**config.mk**
```make
export PLATFORM = sky130hd
export DESIGN_NAME = debi_top
export DESIGN_NICKNAME = d
export VERILOG_FILES = /design/src/verilog/debi_pkg.sv /design/src/verilog/debi_ifs.sv /design/src/verilog/debi_wait_gen.sv /design/src/verilog/debi_ahb_regs.sv /design/src/verilog/debi_top.sv
export VERILOG_INCLUDE_DIRS = /design/src /design/src/verilog
export SDC_FILE = /design/constraint.sdc
export NUM_CORES = 1
export LEC_CHECK = 0
export BUFFER_PORTS_ARGS = -buffer_cell sky130_fd_sc_hd__buf_2
export CORE_AREA = 2 2 177 179
export CTS_BUF_LIST = sky130_fd_sc_hd__clkbuf_2
export CTS_CLUSTER_SIZE = 40
export DETAILED_ROUTE_END_ITERATION = 12
export DIE_AREA = 0 0 179 181
export SKIP_LAST_GASP = 1
export SLEW_MARGIN = 40
export SYNTH_ARGS = -nofsm -noshare
export SYNTH_HDL_FRONTEND = slang
export SYNTH_SLANG_ARGS = --single-unit
export TNS_END_PERCENT = 30
```
**constraint.sdc**
```tcl
create_clock -name hclk -period 4.1 [get_ports hclk]
set_input_delay 0.82 -clock hclk [delete_from_list [all_inputs] [get_ports hclk]]
set_output_delay 0.82 -clock hclk [all_outputs]
set_load 0.05 [all_outputs]
```
**src/verilog/debi_defines.svh**
```systemverilog
`ifndef DEBI_DEFINES_SVH
`define DEBI_DEFINES_SVH

// Register byte addresses
`define DEBI_EXP_CTL_ADDR   32'h00808060
`define DEBI_PRI_CTL_ADDR   32'h00808064

// Field positions
`define DEBI_HOLDST_BIT     0
`define DEBI_IGNREQ_BIT     1
`define DEBI_SWREL_BIT      2
`define DEBI_MODE_LSB       3
`define DEBI_MODE_MSB       4
`define DEBI_CNT_LSB        5
`define DEBI_CNT_MSB        7
`define DEBI_BANK_LSB       8
`define DEBI_BANK_MSB       12

// Reset values
`define DEBI_MODE_RST       2'h3
`define DEBI_CNT_RST        3'h7
`define DEBI_BANK_RST       5'h10

// Bank compare limit and wait modes
`define DEBI_BANK_MAX       5'h10
`define DEBI_MODE_EXT       2'h0
`define DEBI_MODE_CNT       2'h1
`define DEBI_MODE_ANY       2'h2
`define DEBI_MODE_ALL       2'h3

`endif

```
**src/verilog/debi_pkg.sv**
```systemverilog
package debi_pkg;

	typedef enum logic [2:0] {
		PS_IDLE, PS_BANK, PS_RACT, PS_WTURN, PS_WACT, PS_WPOST, PS_HOLD
	} debi_pri_st_t;

	typedef enum logic [2:0] {
		XS_IDLE, XS_RACT, XS_WTURN, XS_WACT, XS_WPOST, XS_IOSET, XS_IOACT
	} debi_exp_st_t;

endpackage : debi_pkg

```
**src/verilog/debi_ifs.sv**
```systemverilog
`timescale 1ns/10ps

interface debi_cfg_if;
	logic [1:0] pri_mode;
	logic [2:0] pri_cnt;
	logic [4:0] bank_cmp;
	logic       ignore_release_request;
	logic       software_bus_release;
	logic [1:0] exp_mode;
	logic [2:0] exp_cnt;
	logic       hold_status;
	modport regs (output pri_mode, pri_cnt, bank_cmp, ignore_release_request, software_bus_release,
		exp_mode, exp_cnt, input hold_status);
	modport core (input pri_mode, pri_cnt, bank_cmp, ignore_release_request, software_bus_release,
		exp_mode, exp_cnt, output hold_status);
endinterface : debi_cfg_if

interface debi_wait_if;
	logic       busy;
	logic [1:0] mode;
	logic [2:0] count;
	logic       ext_rdy_n;
	logic       int_rdy_n;
	modport gen (input busy, mode, count, ext_rdy_n, output int_rdy_n);
	modport seq (output busy, mode, count, ext_rdy_n, input int_rdy_n);
endinterface : debi_wait_if

```
**src/verilog/debi_wait_gen.sv**
```systemverilog
`timescale 1ns/10ps
`include "debi_defines.svh"

module debi_wait_gen (
	// Clock and reset
	input  wire logic hclk,
	input  wire logic hresetn,
	// Sequencer side
	debi_wait_if.gen  w
);

	logic [2:0] cnt;
	logic       counter_ready_n;

	// Preloaded while no access runs, so the first active cycle sees the count
	// Also reloaded as an access completes, since a back-to-back read never leaves busy
	always_ff @(posedge hclk or negedge hresetn)
	begin
		if (!hresetn)
			cnt <= 3'h0;
		else if (!w.busy || !w.int_rdy_n)
			cnt <= w.count;
		else if (cnt != 3'h0)
			cnt <= cnt - 3'h1;
	end

	assign counter_ready_n = (cnt != 3'h0);

	always_comb
	begin
		case (w.mode)
			`DEBI_MODE_EXT: w.int_rdy_n = w.ext_rdy_n;
			`DEBI_MODE_CNT: w.int_rdy_n = counter_ready_n;
			`DEBI_MODE_ANY: w.int_rdy_n = w.ext_rdy_n & counter_ready_n;
			default:        w.int_rdy_n = w.ext_rdy_n | counter_ready_n;
		endcase
	end
endmodule : debi_wait_gen

```
**src/verilog/debi_ahb_regs.sv**
```systemverilog
`timescale 1ns/10ps
`include "debi_defines.svh"

module debi_ahb_regs (
	// Clock and reset
	input  wire logic        hclk,
	input  wire logic        hresetn,
	// AHB-Lite slave
	input  wire logic        hsel,
	input  wire logic [31:0] haddr,
	input  wire logic [1:0]  htrans,
	input  wire logic        hwrite,
	input  wire logic [31:0] hwdata,
	input  wire logic        hready,
	output logic             hreadyout,
	output logic             hresp,
	output logic [31:0]      hrdata,
	// Configuration
	debi_cfg_if.regs         c
);

	logic        wr_pend;
	logic        rd_pend;
	logic [31:0] acc_addr;
	logic [31:0] rd_word;

	// Reads take one wait so a preceding write is always visible
	always_ff @(posedge hclk or negedge hresetn)
	begin
		if (!hresetn)
		begin
			wr_pend   <= 1'b0;
			rd_pend   <= 1'b0;
			acc_addr  <= 32'h0;
			hreadyout <= 1'b1;
			hresp     <= 1'b0;
			hrdata    <= 32'h0;
		end
		else
		begin
			wr_pend <= 1'b0;
			rd_pend <= 1'b0;
			hresp   <= 1'b0;
			if (rd_pend)
			begin
				hrdata    <= rd_word;
				hreadyout <= 1'b1;
			end
			else if (hready && hsel && htrans[1])
			begin
				acc_addr <= haddr;
				wr_pend  <= hwrite;
				rd_pend  <= !hwrite;
				if (!hwrite)
					hreadyout <= 1'b0;
			end
		end
	end

	always_ff @(posedge hclk or negedge hresetn)
	begin
		if (!hresetn)
		begin
			c.pri_mode               <= `DEBI_MODE_RST;
			c.pri_cnt                <= `DEBI_CNT_RST;
			c.bank_cmp               <= `DEBI_BANK_RST;
			c.ignore_release_request <= 1'b0;
			c.software_bus_release   <= 1'b0;
			c.exp_mode               <= `DEBI_MODE_RST;
			c.exp_cnt                <= `DEBI_CNT_RST;
		end
		else if (wr_pend && acc_addr == `DEBI_PRI_CTL_ADDR)
		begin
			c.pri_mode               <= hwdata[`DEBI_MODE_MSB:`DEBI_MODE_LSB];
			c.pri_cnt                <= hwdata[`DEBI_CNT_MSB:`DEBI_CNT_LSB];
			c.bank_cmp               <= hwdata[`DEBI_BANK_MSB:`DEBI_BANK_LSB];
			c.ignore_release_request <= hwdata[`DEBI_IGNREQ_BIT];
			c.software_bus_release   <= hwdata[`DEBI_SWREL_BIT];
		end
		else if (wr_pend && acc_addr == `DEBI_EXP_CTL_ADDR)
		begin
			c.exp_mode <= hwdata[`DEBI_MODE_MSB:`DEBI_MODE_LSB];
			c.exp_cnt  <= hwdata[`DEBI_CNT_MSB:`DEBI_CNT_LSB];
		end
	end

	always_comb
	begin
		rd_word = 32'h0;
		if (acc_addr == `DEBI_PRI_CTL_ADDR)
		begin
			rd_word[`DEBI_HOLDST_BIT]                = c.hold_status;
			rd_word[`DEBI_IGNREQ_BIT]                = c.ignore_release_request;
			rd_word[`DEBI_SWREL_BIT]                 = c.software_bus_release;
			rd_word[`DEBI_MODE_MSB:`DEBI_MODE_LSB]   = c.pri_mode;
			rd_word[`DEBI_CNT_MSB:`DEBI_CNT_LSB]     = c.pri_cnt;
			rd_word[`DEBI_BANK_MSB:`DEBI_BANK_LSB]   = c.bank_cmp;
		end
		else if (acc_addr == `DEBI_EXP_CTL_ADDR)
		begin
			rd_word[`DEBI_MODE_MSB:`DEBI_MODE_LSB]   = c.exp_mode;
			rd_word[`DEBI_CNT_MSB:`DEBI_CNT_LSB]     = c.exp_cnt;
		end
	end

endmodule : debi_ahb_regs

```
**src/verilog/debi_top.sv**
```systemverilog
// Notes on behaviour
// - Three exclusive spaces, one low strobe each
// - Primary and expansion buses run independently
// - Every bus cycle is whole clock cycles
// - Read one cycle, write two, three after read
// - Write accepted in one cycle when idle
// - Strobe low one cycle; writes framed by transitions
// - Direction and address change in transition cycles
// - Direction never changes while strobe is low
// - High external ready holds access one more cycle
// - I/O accesses take two cycles, strobe inside
// - I/O strobe high between cycles; direction per access
// - I/O address frames the I/O strobe
// - I/O wait extends strobe, direction, address, data
// - Idle bus drives strobes and direction high
// - Release request granted low, pins floated on the same edge
// - Access in progress finishes before release grant
// - Internal ready stretches or completes each access
// - Wait count loads, counts down, holds zero
// - Wait mode selects external, counter, either, both
// - Bank idle cycles on primary bus only
// - Bank compare picks top address bits, max sixteen
// - Last primary bank bits kept, cleared at reset
// - Bank change on read inserts one idle cycle
// - Wait mode and count fields with resets
// - Bank compare field, reset sixteen
// - Ignore-release bit blocks external release
// - Software release bit floats primary port
`timescale 1ns/10ps
`include "debi_defines.svh"

module debi_top (
	// Clock and reset
	input  wire logic        hclk,
	input  wire logic        hresetn,
	// AHB-Lite register port
	input  wire logic        hsel,
	input  wire logic [31:0] haddr,
	input  wire logic [1:0]  htrans,
	input  wire logic        hwrite,
	input  wire logic [2:0]  hsize,
	input  wire logic [31:0] hwdata,
	input  wire logic        hready,
	output logic             hreadyout,
	output logic             hresp,
	output logic [31:0]      hrdata,
	// Primary requester
	input  wire logic        pri_req,
	input  wire logic        pri_we,
	input  wire logic [23:0] pri_addr,
	input  wire logic [31:0] pri_wdata,
	output logic             pri_ack,
	output logic             pri_rvalid,
	output logic [31:0]      pri_rdata,
	// Expansion requester
	input  wire logic        exp_req,
	input  wire logic        exp_we,
	input  wire logic        exp_io,
	input  wire logic [12:0] exp_addr,
	input  wire logic [31:0] exp_wdata,
	output logic             exp_ack,
	output logic             exp_rvalid,
	output logic [31:0]      exp_rdata,
	// Primary bus pins
	output logic             primary_access_strobe_n,
	output logic             pri_rnw,
	output logic [23:0]      pri_addr_o,
	output logic             pri_ctl_oe,
	output logic [31:0]      pri_data_o,
	output logic             pri_data_oe,
	input  wire logic [31:0] pri_data_i,
	input  wire logic        pri_rdy_n,
	input  wire logic        hold_req_n,
	output logic             bus_release_grant_n,
	// Expansion bus pins
	output logic             expansion_memory_strobe_n,
	output logic             expansion_io_strobe_n,
	output logic             expansion_read_not_write,
	output logic [12:0]      expansion_address_bus,
	output logic [31:0]      exp_data_o,
	output logic             exp_data_oe,
	input  wire logic [31:0] exp_data_i,
	input  wire logic        expansion_ready_input_n
);

	debi_cfg_if  cfg ();
	debi_wait_if pw ();
	debi_wait_if xw ();

	debi_pkg::debi_pri_st_t pri_st;
	debi_pkg::debi_exp_st_t exp_st;

	logic        hold_meta;
	logic        hold_sync;
	logic        hold_want;
	logic [23:0] bank_bits;
	logic [23:0] mask;
	logic        bank_switch;
	logic        pri_take;
	logic        exp_take;

	// Reserved compare values fall back to sixteen bits
	function automatic logic [23:0] bank_mask(input logic [4:0] n);
		logic [4:0] k;
		k = (n > `DEBI_BANK_MAX) ? `DEBI_BANK_MAX : n;
		bank_mask = ~(24'hFFFFFF >> k);
	endfunction : bank_mask

	debi_ahb_regs u_regs (
		.hclk      (hclk),
		.hresetn   (hresetn),
		.hsel      (hsel),
		.haddr     (haddr),
		.htrans    (htrans),
		.hwrite    (hwrite),
		.hwdata    (hwdata),
		.hready    (hready),
		.hreadyout (hreadyout),
		.hresp     (hresp),
		.hrdata    (hrdata),
		.c         (cfg.regs)
	);

	debi_wait_gen u_pri_wait (
		.hclk    (hclk),
		.hresetn (hresetn),
		.w       (pw.gen)
	);

	debi_wait_gen u_exp_wait (
		.hclk    (hclk),
		.hresetn (hresetn),
		.w       (xw.gen)
	);

	assign pw.busy      = (pri_st == debi_pkg::PS_RACT) || (pri_st == debi_pkg::PS_WACT);
	assign pw.mode      = cfg.pri_mode;
	assign pw.count     = cfg.pri_cnt;
	assign pw.ext_rdy_n = pri_rdy_n;
	assign xw.busy      = (exp_st == debi_pkg::XS_RACT) || (exp_st == debi_pkg::XS_WACT)
		|| (exp_st == debi_pkg::XS_IOACT);
	assign xw.mode      = cfg.exp_mode;
	assign xw.count     = cfg.exp_cnt;
	assign xw.ext_rdy_n = expansion_ready_input_n;
	assign cfg.hold_status = !bus_release_grant_n;

	// Release request is asynchronous; only the second flop is used
	always_ff @(posedge hclk or negedge hresetn)
	begin
		if (!hresetn)
		begin
			hold_meta <= 1'b1;
			hold_sync <= 1'b1;
		end
		else
		begin
			hold_meta <= hold_req_n;
			hold_sync <= hold_meta;
		end
	end

	assign hold_want = cfg.software_bus_release || (!hold_sync && !cfg.ignore_release_request);

	assign mask        = bank_mask(cfg.bank_cmp);
	assign bank_switch = !pri_we && (cfg.bank_cmp != 5'h0) && ((pri_addr & mask) != (bank_bits & mask));

	// Back-to-back takes keep reads at one cycle and writes at two
	assign pri_take = pri_req && !hold_want && ((pri_st == debi_pkg::PS_IDLE) || (pri_st == debi_pkg::PS_WPOST)
		|| (pri_st == debi_pkg::PS_RACT && !pw.int_rdy_n));
	assign exp_take = exp_req && ((exp_st == debi_pkg::XS_IDLE) || (exp_st == debi_pkg::XS_WPOST)
		|| (exp_st == debi_pkg::XS_RACT && !xw.int_rdy_n) || (exp_st == debi_pkg::XS_IOACT && !xw.int_rdy_n));

	// Primary bus sequencer; one state per whole bus cycle
	always_ff @(posedge hclk or negedge hresetn)
	begin
		if (!hresetn)
		begin
			pri_st                  <= debi_pkg::PS_IDLE;
			primary_access_strobe_n <= 1'b1;
			pri_rnw                 <= 1'b1;
			pri_addr_o              <= 24'h0;
			pri_ctl_oe              <= 1'b1;
			pri_data_o              <= 32'h0;
			pri_data_oe             <= 1'b0;
			bus_release_grant_n     <= 1'b1;
			pri_ack                 <= 1'b0;
		end
		else
		begin
			pri_ack <= 1'b0;
			if (pri_take)
			begin
				pri_ack    <= 1'b1;
				pri_addr_o <= pri_addr;
				if (pri_we)
				begin
					pri_data_o <= pri_wdata;
					if (pri_rnw)
					begin
						pri_st                  <= debi_pkg::PS_WTURN;
						primary_access_strobe_n <= 1'b1;
						pri_rnw                 <= 1'b0;
						pri_data_oe             <= 1'b0;
					end
					else
					begin
						pri_st                  <= debi_pkg::PS_WACT;
						primary_access_strobe_n <= 1'b0;
						pri_data_oe             <= 1'b1;
					end
				end
				else
				begin
					pri_rnw     <= 1'b1;
					pri_data_oe <= 1'b0;
					if (bank_switch)
					begin
						pri_st                  <= debi_pkg::PS_BANK;
						primary_access_strobe_n <= 1'b1;
					end
					else
					begin
						pri_st                  <= debi_pkg::PS_RACT;
						primary_access_strobe_n <= 1'b0;
					end
				end
			end
			else
			begin
				case (pri_st)
					debi_pkg::PS_IDLE:
					begin
						primary_access_strobe_n <= 1'b1;
						pri_rnw                 <= 1'b1;
						if (hold_want)
						begin
							pri_st              <= debi_pkg::PS_HOLD;
							pri_ctl_oe          <= 1'b0;
							pri_data_oe         <= 1'b0;
							bus_release_grant_n <= 1'b0;
						end
					end
					debi_pkg::PS_BANK:
					begin
						pri_st                  <= debi_pkg::PS_RACT;
						primary_access_strobe_n <= 1'b0;
					end
					debi_pkg::PS_RACT:
						if (!pw.int_rdy_n)
						begin
							pri_st                  <= debi_pkg::PS_IDLE;
							primary_access_strobe_n <= 1'b1;
						end
					debi_pkg::PS_WTURN:
					begin
						pri_st                  <= debi_pkg::PS_WACT;
						primary_access_strobe_n <= 1'b0;
						pri_data_oe             <= 1'b1;
					end
					debi_pkg::PS_WACT:
						if (!pw.int_rdy_n)
						begin
							pri_st                  <= debi_pkg::PS_WPOST;
							primary_access_strobe_n <= 1'b1;
						end
					debi_pkg::PS_WPOST:
					begin
						pri_st      <= debi_pkg::PS_IDLE;
						pri_data_oe <= 1'b0;
					end
					default:
						if (!hold_want)
						begin
							pri_st              <= debi_pkg::PS_IDLE;
							pri_ctl_oe          <= 1'b1;
							bus_release_grant_n <= 1'b1;
						end
				endcase
			end
		end
	end

	// Bank bits follow every primary access
	always_ff @(posedge hclk or negedge hresetn)
	begin
		if (!hresetn)
			bank_bits <= 24'h0;
		else if (pri_take)
			bank_bits <= pri_addr & mask;
	end

	// Read data is taken in the completing cycle
	always_ff @(posedge hclk or negedge hresetn)
	begin
		if (!hresetn)
		begin
			pri_rvalid <= 1'b0;
			pri_rdata  <= 32'h0;
			exp_rvalid <= 1'b0;
			exp_rdata  <= 32'h0;
		end
		else
		begin
			pri_rvalid <= (pri_st == debi_pkg::PS_RACT) && !pw.int_rdy_n;
			if ((pri_st == debi_pkg::PS_RACT) && !pw.int_rdy_n)
				pri_rdata <= pri_data_i;
			exp_rvalid <= ((exp_st == debi_pkg::XS_RACT) || (exp_st == debi_pkg::XS_IOACT && expansion_read_not_write))
				&& !xw.int_rdy_n;
			if (((exp_st == debi_pkg::XS_RACT) || (exp_st == debi_pkg::XS_IOACT)) && !xw.int_rdy_n)
				exp_rdata <= exp_data_i;
		end
	end

	// Expansion bus sequencer; never inserts bank cycles
	always_ff @(posedge hclk or negedge hresetn)
	begin
		if (!hresetn)
		begin
			exp_st                    <= debi_pkg::XS_IDLE;
			expansion_memory_strobe_n <= 1'b1;
			expansion_io_strobe_n     <= 1'b1;
			expansion_read_not_write  <= 1'b1;
			expansion_address_bus     <= 13'h0;
			exp_data_o                <= 32'h0;
			exp_data_oe               <= 1'b0;
			exp_ack                   <= 1'b0;
		end
		else
		begin
			exp_ack <= 1'b0;
			if (exp_take)
			begin
				exp_ack                   <= 1'b1;
				expansion_address_bus     <= exp_addr;
				expansion_memory_strobe_n <= 1'b1;
				expansion_io_strobe_n     <= 1'b1;
				exp_data_o                <= exp_wdata;
				if (exp_io)
				begin
					exp_st                   <= debi_pkg::XS_IOSET;
					expansion_read_not_write <= !exp_we;
					exp_data_oe              <= exp_we;
				end
				else if (exp_we && expansion_read_not_write)
				begin
					exp_st                   <= debi_pkg::XS_WTURN;
					expansion_read_not_write <= 1'b0;
					exp_data_oe              <= 1'b0;
				end
				else if (exp_we)
				begin
					exp_st                    <= debi_pkg::XS_WACT;
					expansion_memory_strobe_n <= 1'b0;
					exp_data_oe               <= 1'b1;
				end
				else
				begin
					exp_st                    <= debi_pkg::XS_RACT;
					expansion_memory_strobe_n <= 1'b0;
					expansion_read_not_write  <= 1'b1;
					exp_data_oe               <= 1'b0;
				end
			end
			else
			begin
				case (exp_st)
					debi_pkg::XS_RACT:
						if (!xw.int_rdy_n)
						begin
							exp_st                    <= debi_pkg::XS_IDLE;
							expansion_memory_strobe_n <= 1'b1;
						end
					debi_pkg::XS_WTURN:
					begin
						exp_st                    <= debi_pkg::XS_WACT;
						expansion_memory_strobe_n <= 1'b0;
						exp_data_oe               <= 1'b1;
					end
					debi_pkg::XS_WACT:
						if (!xw.int_rdy_n)
						begin
							exp_st                    <= debi_pkg::XS_WPOST;
							expansion_memory_strobe_n <= 1'b1;
						end
					debi_pkg::XS_IOSET:
					begin
						exp_st                <= debi_pkg::XS_IOACT;
						expansion_io_strobe_n <= 1'b0;
					end
					debi_pkg::XS_IOACT:
						if (!xw.int_rdy_n)
						begin
							exp_st                <= debi_pkg::XS_IDLE;
							expansion_io_strobe_n <= 1'b1;
						end
					debi_pkg::XS_WPOST:
					begin
						exp_st      <= debi_pkg::XS_IDLE;
						exp_data_oe <= 1'b0;
					end
					default:
					begin
						expansion_memory_strobe_n <= 1'b1;
						expansion_io_strobe_n     <= 1'b1;
						expansion_read_not_write  <= 1'b1;
						exp_data_oe               <= 1'b0;
					end
				endcase
			end
		end
	end
endmodule : debi_top

```
# Yosys cells after proc, flatten, opt, wreduce, memory -nomap -nowiden
# Index checks and enable logic that the tools add are counted.
op_classes:
  addsub: 2
  mul: 0
  eq_ne: 35
  n_shift: 1
  reduce_logical: 76
  n_mux: 69
  bitwise_logic: 11
  order_cmp: 1
  n_div: 0
op_table:
  columns: ["op", "n"]
  rows:
  - ["$eq A32 B24 Y1 const B", 2]
  - ["$and A24 B24 Y24", 2]
  - ["$mux W3", 16]
  - ["$mux W1", 36]
  - ["$ne A24 B24 Y1", 1]
  - ["$not A24 Y24", 1]
  - ["$shr A24 B5 Y24 const A", 1]
  - ["$ne A3 B3 Y1 const B", 7]
  - ["$mux W5", 4]
  - ["$pmux W1 S3", 6]
  - ["$pmux W3 S6", 1]
  - ["$reduce_and A2 Y1", 9]
  - ["$logic_and A1 B1 Y1", 17]
  - ["$eq A3 B3 Y1 const B", 5]
  - ["$pmux W3 S5", 1]
  - ["$logic_or A1 B1 Y1", 13]
  - ["$eq A3 B2 Y1 const B", 4]
  - ["$ne A2 B1 Y1 const B", 6]
  - ["$logic_not A1 Y1", 11]
  - ["$ne A8 B1 Y1 const B", 1]
  - ["$reduce_and A4 Y1", 2]
  - ["$reduce_bool A2 Y1", 4]
  - ["$reduce_bool A4 Y1", 2]
  - ["$reduce_or A2 Y1", 4]
  - ["other kinds (23)", 39]
totals:
  mem_bits_rw: 0
  rom_bits: 0
  n_memories: 0
  reg_bits: 280
  output_inout_bits: 212
  input_bits: 247
  latch_bits: 0
  word_cells: 232

# Longest topological paths before layout
depth:
  word_depth: 10
  ltp_mapped: 9
  mapped_depth_nobuf: 8

# Cells and area by module
# Synthesis repeated with hierarchy kept, for this count alone.
unflattened:
  cells_unflattened: 898
  hier_area_um2: 11843.9
modules_own_cells:
  columns: ["mod", "instances", "area_per_inst_um2", "seq_area_each_um2", "cells_each"]
  rows:
  - ["debi_top", 1, 8431.8, 5039.8, 658]
  - ["debi_ahb_regs", 1, 2916.5, 1641.6, 194]
  - ["debi_wait_gen", 2, 247.7, 75.1, 23]

# Worst setup path after synthesis
# No wires, ideal clock.
synth_path:
  path_kind: "input to register"
  start: "in pri_rdy_n"
  end: "reg pri_data_o[10]"
  required_ns: 3.975
  n_path_buf: 1
  path_slack_ns: 1.633
  cell_stages: 6
  arrival_time_ns: 2.343
  setup_time_ns: 0.125
  path_cell_list: "or2_2 -> a221oi_2 -> o21ai_2 -> nor2_4 -> buf_2 -> mux2_2"
synth_via:
  elab_chain_len: 7
  word_cells_on_any_way: 8
  cone_classes: "1 x mux; 2 x bitwise; 5 x reduce/logical"
synth_lines:
  columns: ["element", "line_no", "source"]
  rows:
  - ["start, declared", "debi_top.sv:72", "input wire logic pri_rdy_n,"]
  - ["$or A1 B1 Y1 / $and A1 B1 Y1 (equally long branches)", "debi_wait_gen.sv:35, debi_wait_gen.sv:34", null]
  - ["$pmux W1 S3 (*)", "debi_wait_gen.sv:31", "case (w.mode)"]
  - ["$logic_not A1 Y1 (*)", "debi_top.sv:169", "|| (pri_st == debi_pkg::PS_RACT && !pw.int_rdy_n));"]
  - ["$logic_and A1 B1 Y1 (*)", "debi_top.sv:169", null]
  - ["$logic_or A1 B1 Y1 (*)", "debi_top.sv:169", null]
  - ["$logic_and A1 B1 Y1 (*)", "debi_top.sv:168", "assign pri_take = pri_req && !hold_want && ((pri_st == debi_pkg::PS_IDLE) || (pri_st == debi_pkg::PS_WPOST)"]
  - ["$reduce_and A2 Y1 (no source line) (*)", null, null]
  - ["end signal, assigned", "debi_top.sv:197", "pri_data_o <= pri_wdata;"]
  - ["end, declared", "debi_top.sv:69", "output logic [31:0] pri_data_o,"]
# Mark *: on every way between the ends. The rest lies on a longest branch, timed or not.
# A chain may end at the register's enable or synchronous reset.

# Worst setup path after layout
layout_path:
  start: "reg u_exp_wait.cnt[0]"
  end: "reg exp_data_o[22]"
layout_via:
  elab_chain_len: 8
  word_cells_on_any_way: 10
  cone_classes: "1 x mux; 2 x bitwise; 7 x reduce/logical"
layout_lines:
  columns: ["element", "line_no", "source"]
  rows:
  - ["start, declared", "debi_wait_gen.sv:12", "logic [2:0] cnt;"]
  - ["start signal, assigned", "debi_wait_gen.sv:22", "cnt <= w.count;"]
  - ["start signal, assigned", "debi_wait_gen.sv:24", "cnt <= cnt - 3'h1;"]
  - ["$reduce_bool A3 Y1 (*)", "debi_wait_gen.sv:27", "assign counter_ready_n = (cnt != 3'h0);"]
  - ["$or A1 B1 Y1 / $and A1 B1 Y1 (equally long branches)", "debi_wait_gen.sv:35, debi_wait_gen.sv:34", null]
  - ["$pmux W1 S3 (*)", "debi_wait_gen.sv:31", null]
  - ["$logic_not A1 Y1 (*)", "debi_top.sv:171", "|| (exp_st == debi_pkg::XS_RACT && !xw.int_rdy_n) || (exp_st == debi_pkg::XS_IOACT && !xw.int_rdy_n));"]
  - ["$logic_and A1 B1 Y1", "debi_top.sv:171", null]
  - ["$logic_or A1 B1 Y1", "debi_top.sv:171", null]
  - ["$logic_or A1 B1 Y1 (*)", "debi_top.sv:171", null]
  - ["$logic_and A1 B1 Y1 (*)", "debi_top.sv:170", "assign exp_take = exp_req && ((exp_st == debi_pkg::XS_IDLE) || (exp_st == debi_pkg::XS_WPOST)"]
  - ["end signal, assigned", "debi_top.sv:337", "exp_data_o <= exp_wdata;"]
  - ["end, declared", "debi_top.sv:80", "output logic [31:0] exp_data_o,"]
# Marked as above.

==> flow_summary_export.csv <==
group,metric,value,unit
status,status,"complete, no violations",
global_routing,grtUsageTotal,0.1795,
cells_and_area,syn_to_final_growth,27.54,%
power_and_ir_drop,power_per_cell_area,830.7,nW/um^2
critical_path,end_kind,"register",
critical_path,critPathMaxFanout,50,
placement,hpwl,21420,um
logic_synthesis,ys_seq_area_frac,0.5963,
sta,slew_viol_final,0,
global_routing,grt_pass1_vias,8921,
global_routing,antenna_found_initial,7,
critical_path,rr_worst_depth,8,
clock_network,cts_resized,0,
floorplanning,num_io_pins,459,
detailed_routing,avgViaCountPerCell,4.630,
logic_synthesis,synth.avg_cell_area,11.68,sq um
global_routing,grt_max_degree,110,
logic_synthesis,synthesis.area,11460,sq um
logic_synthesis,yosysWarnings,0,
sta,tns,0,ns
logic_synthesis,synth-main-ff-cell,"dfrtp_1",
sta,fmax,0.3432,GHz
critical_path,crit_type,"register to register",
floorplanning,die-area,32400,sq um
clock_network,cts_tree,"built",
sta,hold_viol,0,
worst_hold_path,hp-class,"input port to register",
logic_synthesis,ys_seq_elements,272,
detailed_routing,vias,8773,
clock_network,clk_pin_slew,0.09,ns
global_routing,grt_pass1_wl,46130,um
sta,timing.slew.headroom,0.5268,
sta,report.final.setup_viol,0,
cells_and_area,layoutNonFillerInstCount,1895,
sta,clock_skew,0.1068,ns
global_routing,grt_overflow,0,
floorplanning,start_util,0.3775,
critical_path,crit_required,4.74,ns
sta,rsz0062_at_grt,"no",
critical_path,r2r_setup_slack,1.19,ns
detailed_routing,drtIter0Drc,394,
logic_synthesis,ys_async_sr_fraction,1.000,
cells_and_area,ff_latch_area,6832,sq um
sta,fin_crit,2.914,ns
cells_and_area,finalNetCount,1689,
critical_path,reg2reg_to,"exp_data_o[22]",
logic_synthesis,netlist_instances,981,
clock_network,clock_sinks,272,
cells_and_area,fill_cells,2885,
clock_network,root_buffer,"clkbuf_2",
clock_network,h-tree-depth,3,
cells_and_area,finish.utilization,0.4814,
floorplanning,die_y,181,um
floorplanning,core-area,30350,sq um
critical_path,start_kind,"register",
clock_network,clk_latency,0.85,ns
cells_and_area,multi_input_area,4228,sq um
detailed_routing,drc,0,
detailed_routing,firstDrtPassIters,4,
clock_network,clockBufferDepth,3,
run,drv_cap,0,
placement,portBuffers,414,
clock_network,cts-hold-fix-buffers,2,
placement,gp_congestion,0.8082,
critical_path,endpoint,"exp_data_o[22]",
critical_path,startpoint,"u_exp_wait.cnt[0]",
cells_and_area,drive_gt1_frac,0.4916,
power_and_ir_drop,ir_drop,0.4609,mV
detailed_routing,wl,29250,um
placement,numPlacedInstances,1755,
power_and_ir_drop,leakagePower,7.587,nW
logic_synthesis,synth_cell_types,66,
floorplanning,dieWidth,179,um
critical_path,crit_arrival,3.55,ns
detailed_routing,wire_per_inst,15.44,um
floorplanning,rows,64,
sta,min_period_over_period,0.7107,
logic_synthesis,synth-edff-count,0,
critical_path,r2r-start,"u_exp_wait.cnt[0]",
sta,worstMarginPinSlew,0.7071,ns
clock_network,post_cts_buffers,0,
clock_network,cts_buffers,75,
detailed_routing,drt.antenna.violating_nets,0,
-- cell usage after synthesis, drive strengths merged (5+ instances only) --
cell	number	share of area
o31ai	5	0.0045
buf	34	0.022
dfrtp	252	0.55
xor2	15	0.011
o21ai	55	0.024
nor2b	6	0.0033
inv	29	0.0095
nand2	222	0.073
mux2i	8	0.0070
mux2	159	0.16
nand3	5	0.0022
nor3	6	0.0026
dfstp	20	0.046
clkbuf	32	0.010
a21oi	17	0.0074
nor2	34	0.012
xnor2	6	0.0046
o22ai	8	0.0044
-- worst max-delay path, stage by stage, from the launching register on --
cell and delay, ns:
dfrtp_1 0.33, inv_1 0.07, ha_1 0.22, nor2b_1 0.19, o22ai_1 0.51, nor2_1 0.17, o31ai_4 0.26, buf_4 0.56
mux2_2 0.40
-- registers in the layout (all words and copies together) (netlist names), 3 cells and up --
name	count
exp_data_o	32
exp_rdata	32
pri_data_o	32
pri_rdata	32
u_regs.acc_addr	32
pri_addr_o	24
bank_bits	16
expansion_address_bus	13
u_regs.hrdata	13
u_regs.c.bank_cmp	5
exp_st	3
pri_st	3
u_exp_wait.cnt	3
u_pri_wait.cnt	3
u_regs.c.exp_cnt	3
u_regs.c.pri_cnt	3
-- cell families (layout without fill, tap and decap cells) --
group                      Yosys count  in the layout  share of synthesized area
buffers and inverters               96            587                    0.04205
and+or+nand+nor                    298            298                     0.1085
xor gates and xnor gates            21             21                    0.01606
other                                1             28                  0.0003273
adders and majority gates            4              4                   0.004369
DFF                                272            272                     0.5963
muxes                              167            167                     0.1633
AOI/OAI and AO/OA                  122            122                    0.06914
-- layer usage --
layer  up-vias  GRT usage  share of wire
met3        53    0.06545          0.093
li1       4240          -              -
met2       339     0.3015           0.49
met4         0    0.06634          0.019
met5         -          0              0
met1      4141     0.2087           0.40
-- placed cells by master, fill, tap and decap left out, drive strengths merged, types with 4 or more instances in the layout --
cell type	netlist	final
nor4	4	4
nor3	6	6
nand2b	4	4
dfstp	20	20
buf	34	425
ha	4	4
clkinv	1	18
clkbuf	32	107
o31ai	5	5
conb	1	20
o21ai	55	55
mux2i	8	8
diode	0	8
xor2	15	15
a21oi	17	17
a22oi	4	4
nand3	5	5
nor2b	6	6
dfrtp	252	252
nor2	34	34
o22ai	8	8
nand2	222	222
inv	29	32
mux2	159	159
xnor2	6	6
-- how the worst min path moves through the flow --
stage | to | slack (ns) | cells past startpoint | from
final | u_regs.rd_pend | 0.14 | 2 | hwrite
after global routing | u_regs.rd_pend | -0.007 | 2 | hwrite
after CTS | u_regs.rd_pend | 0.01 | 2 | hwrite
after detailed placement | hold_sync | 0.35 | 0 | hold_meta
after global placement | hold_sync | 0.35 | 0 | hold_meta
after floorplan | hold_sync | 0.35 | 0 | hold_meta
-- where the power goes --
group | leakage (nW) | internal (mW) | total [mW] | switching, mW
Combinational | 3.72 | 1.58 | 5.96 | 4.37
Sequential | 3.34 | 3.65 | 4.20 | 0.554
Clock | 0.532 | 0.839 | 1.98 | 1.14
-- per-stage QoR --
stage	total power [mW]	worst slack (ns)	hold WS, ns	cell area, sq um
5_1_grt	12.91	0.9035	-0.007333	14610
3_5_place_dp	10.27	0.9460	0.3472	13870
6_report	12.14	1.186	0.1427	14610
3_3_place_gp	10.17	0.9823	0.3466	13870
2_1_floorplan	8.795	1.633	0.3452	11530
4_1_cts	12.32	1.163	0.01066	14590
-- cell type report --
cell class / instances / share of cell area
sequential: 272 / 0.4675
multi-input combinational: 632 / 0.2893
timing repair buffer: 427 / 0.1521
clock buffer: 107 / 0.03665
tap: 396 / 0.03391
clock inverter: 23 / 0.01139
inverter: 30 / 0.007707
antenna: 8 / 0.001370
(Power assumes the default switching activity.)
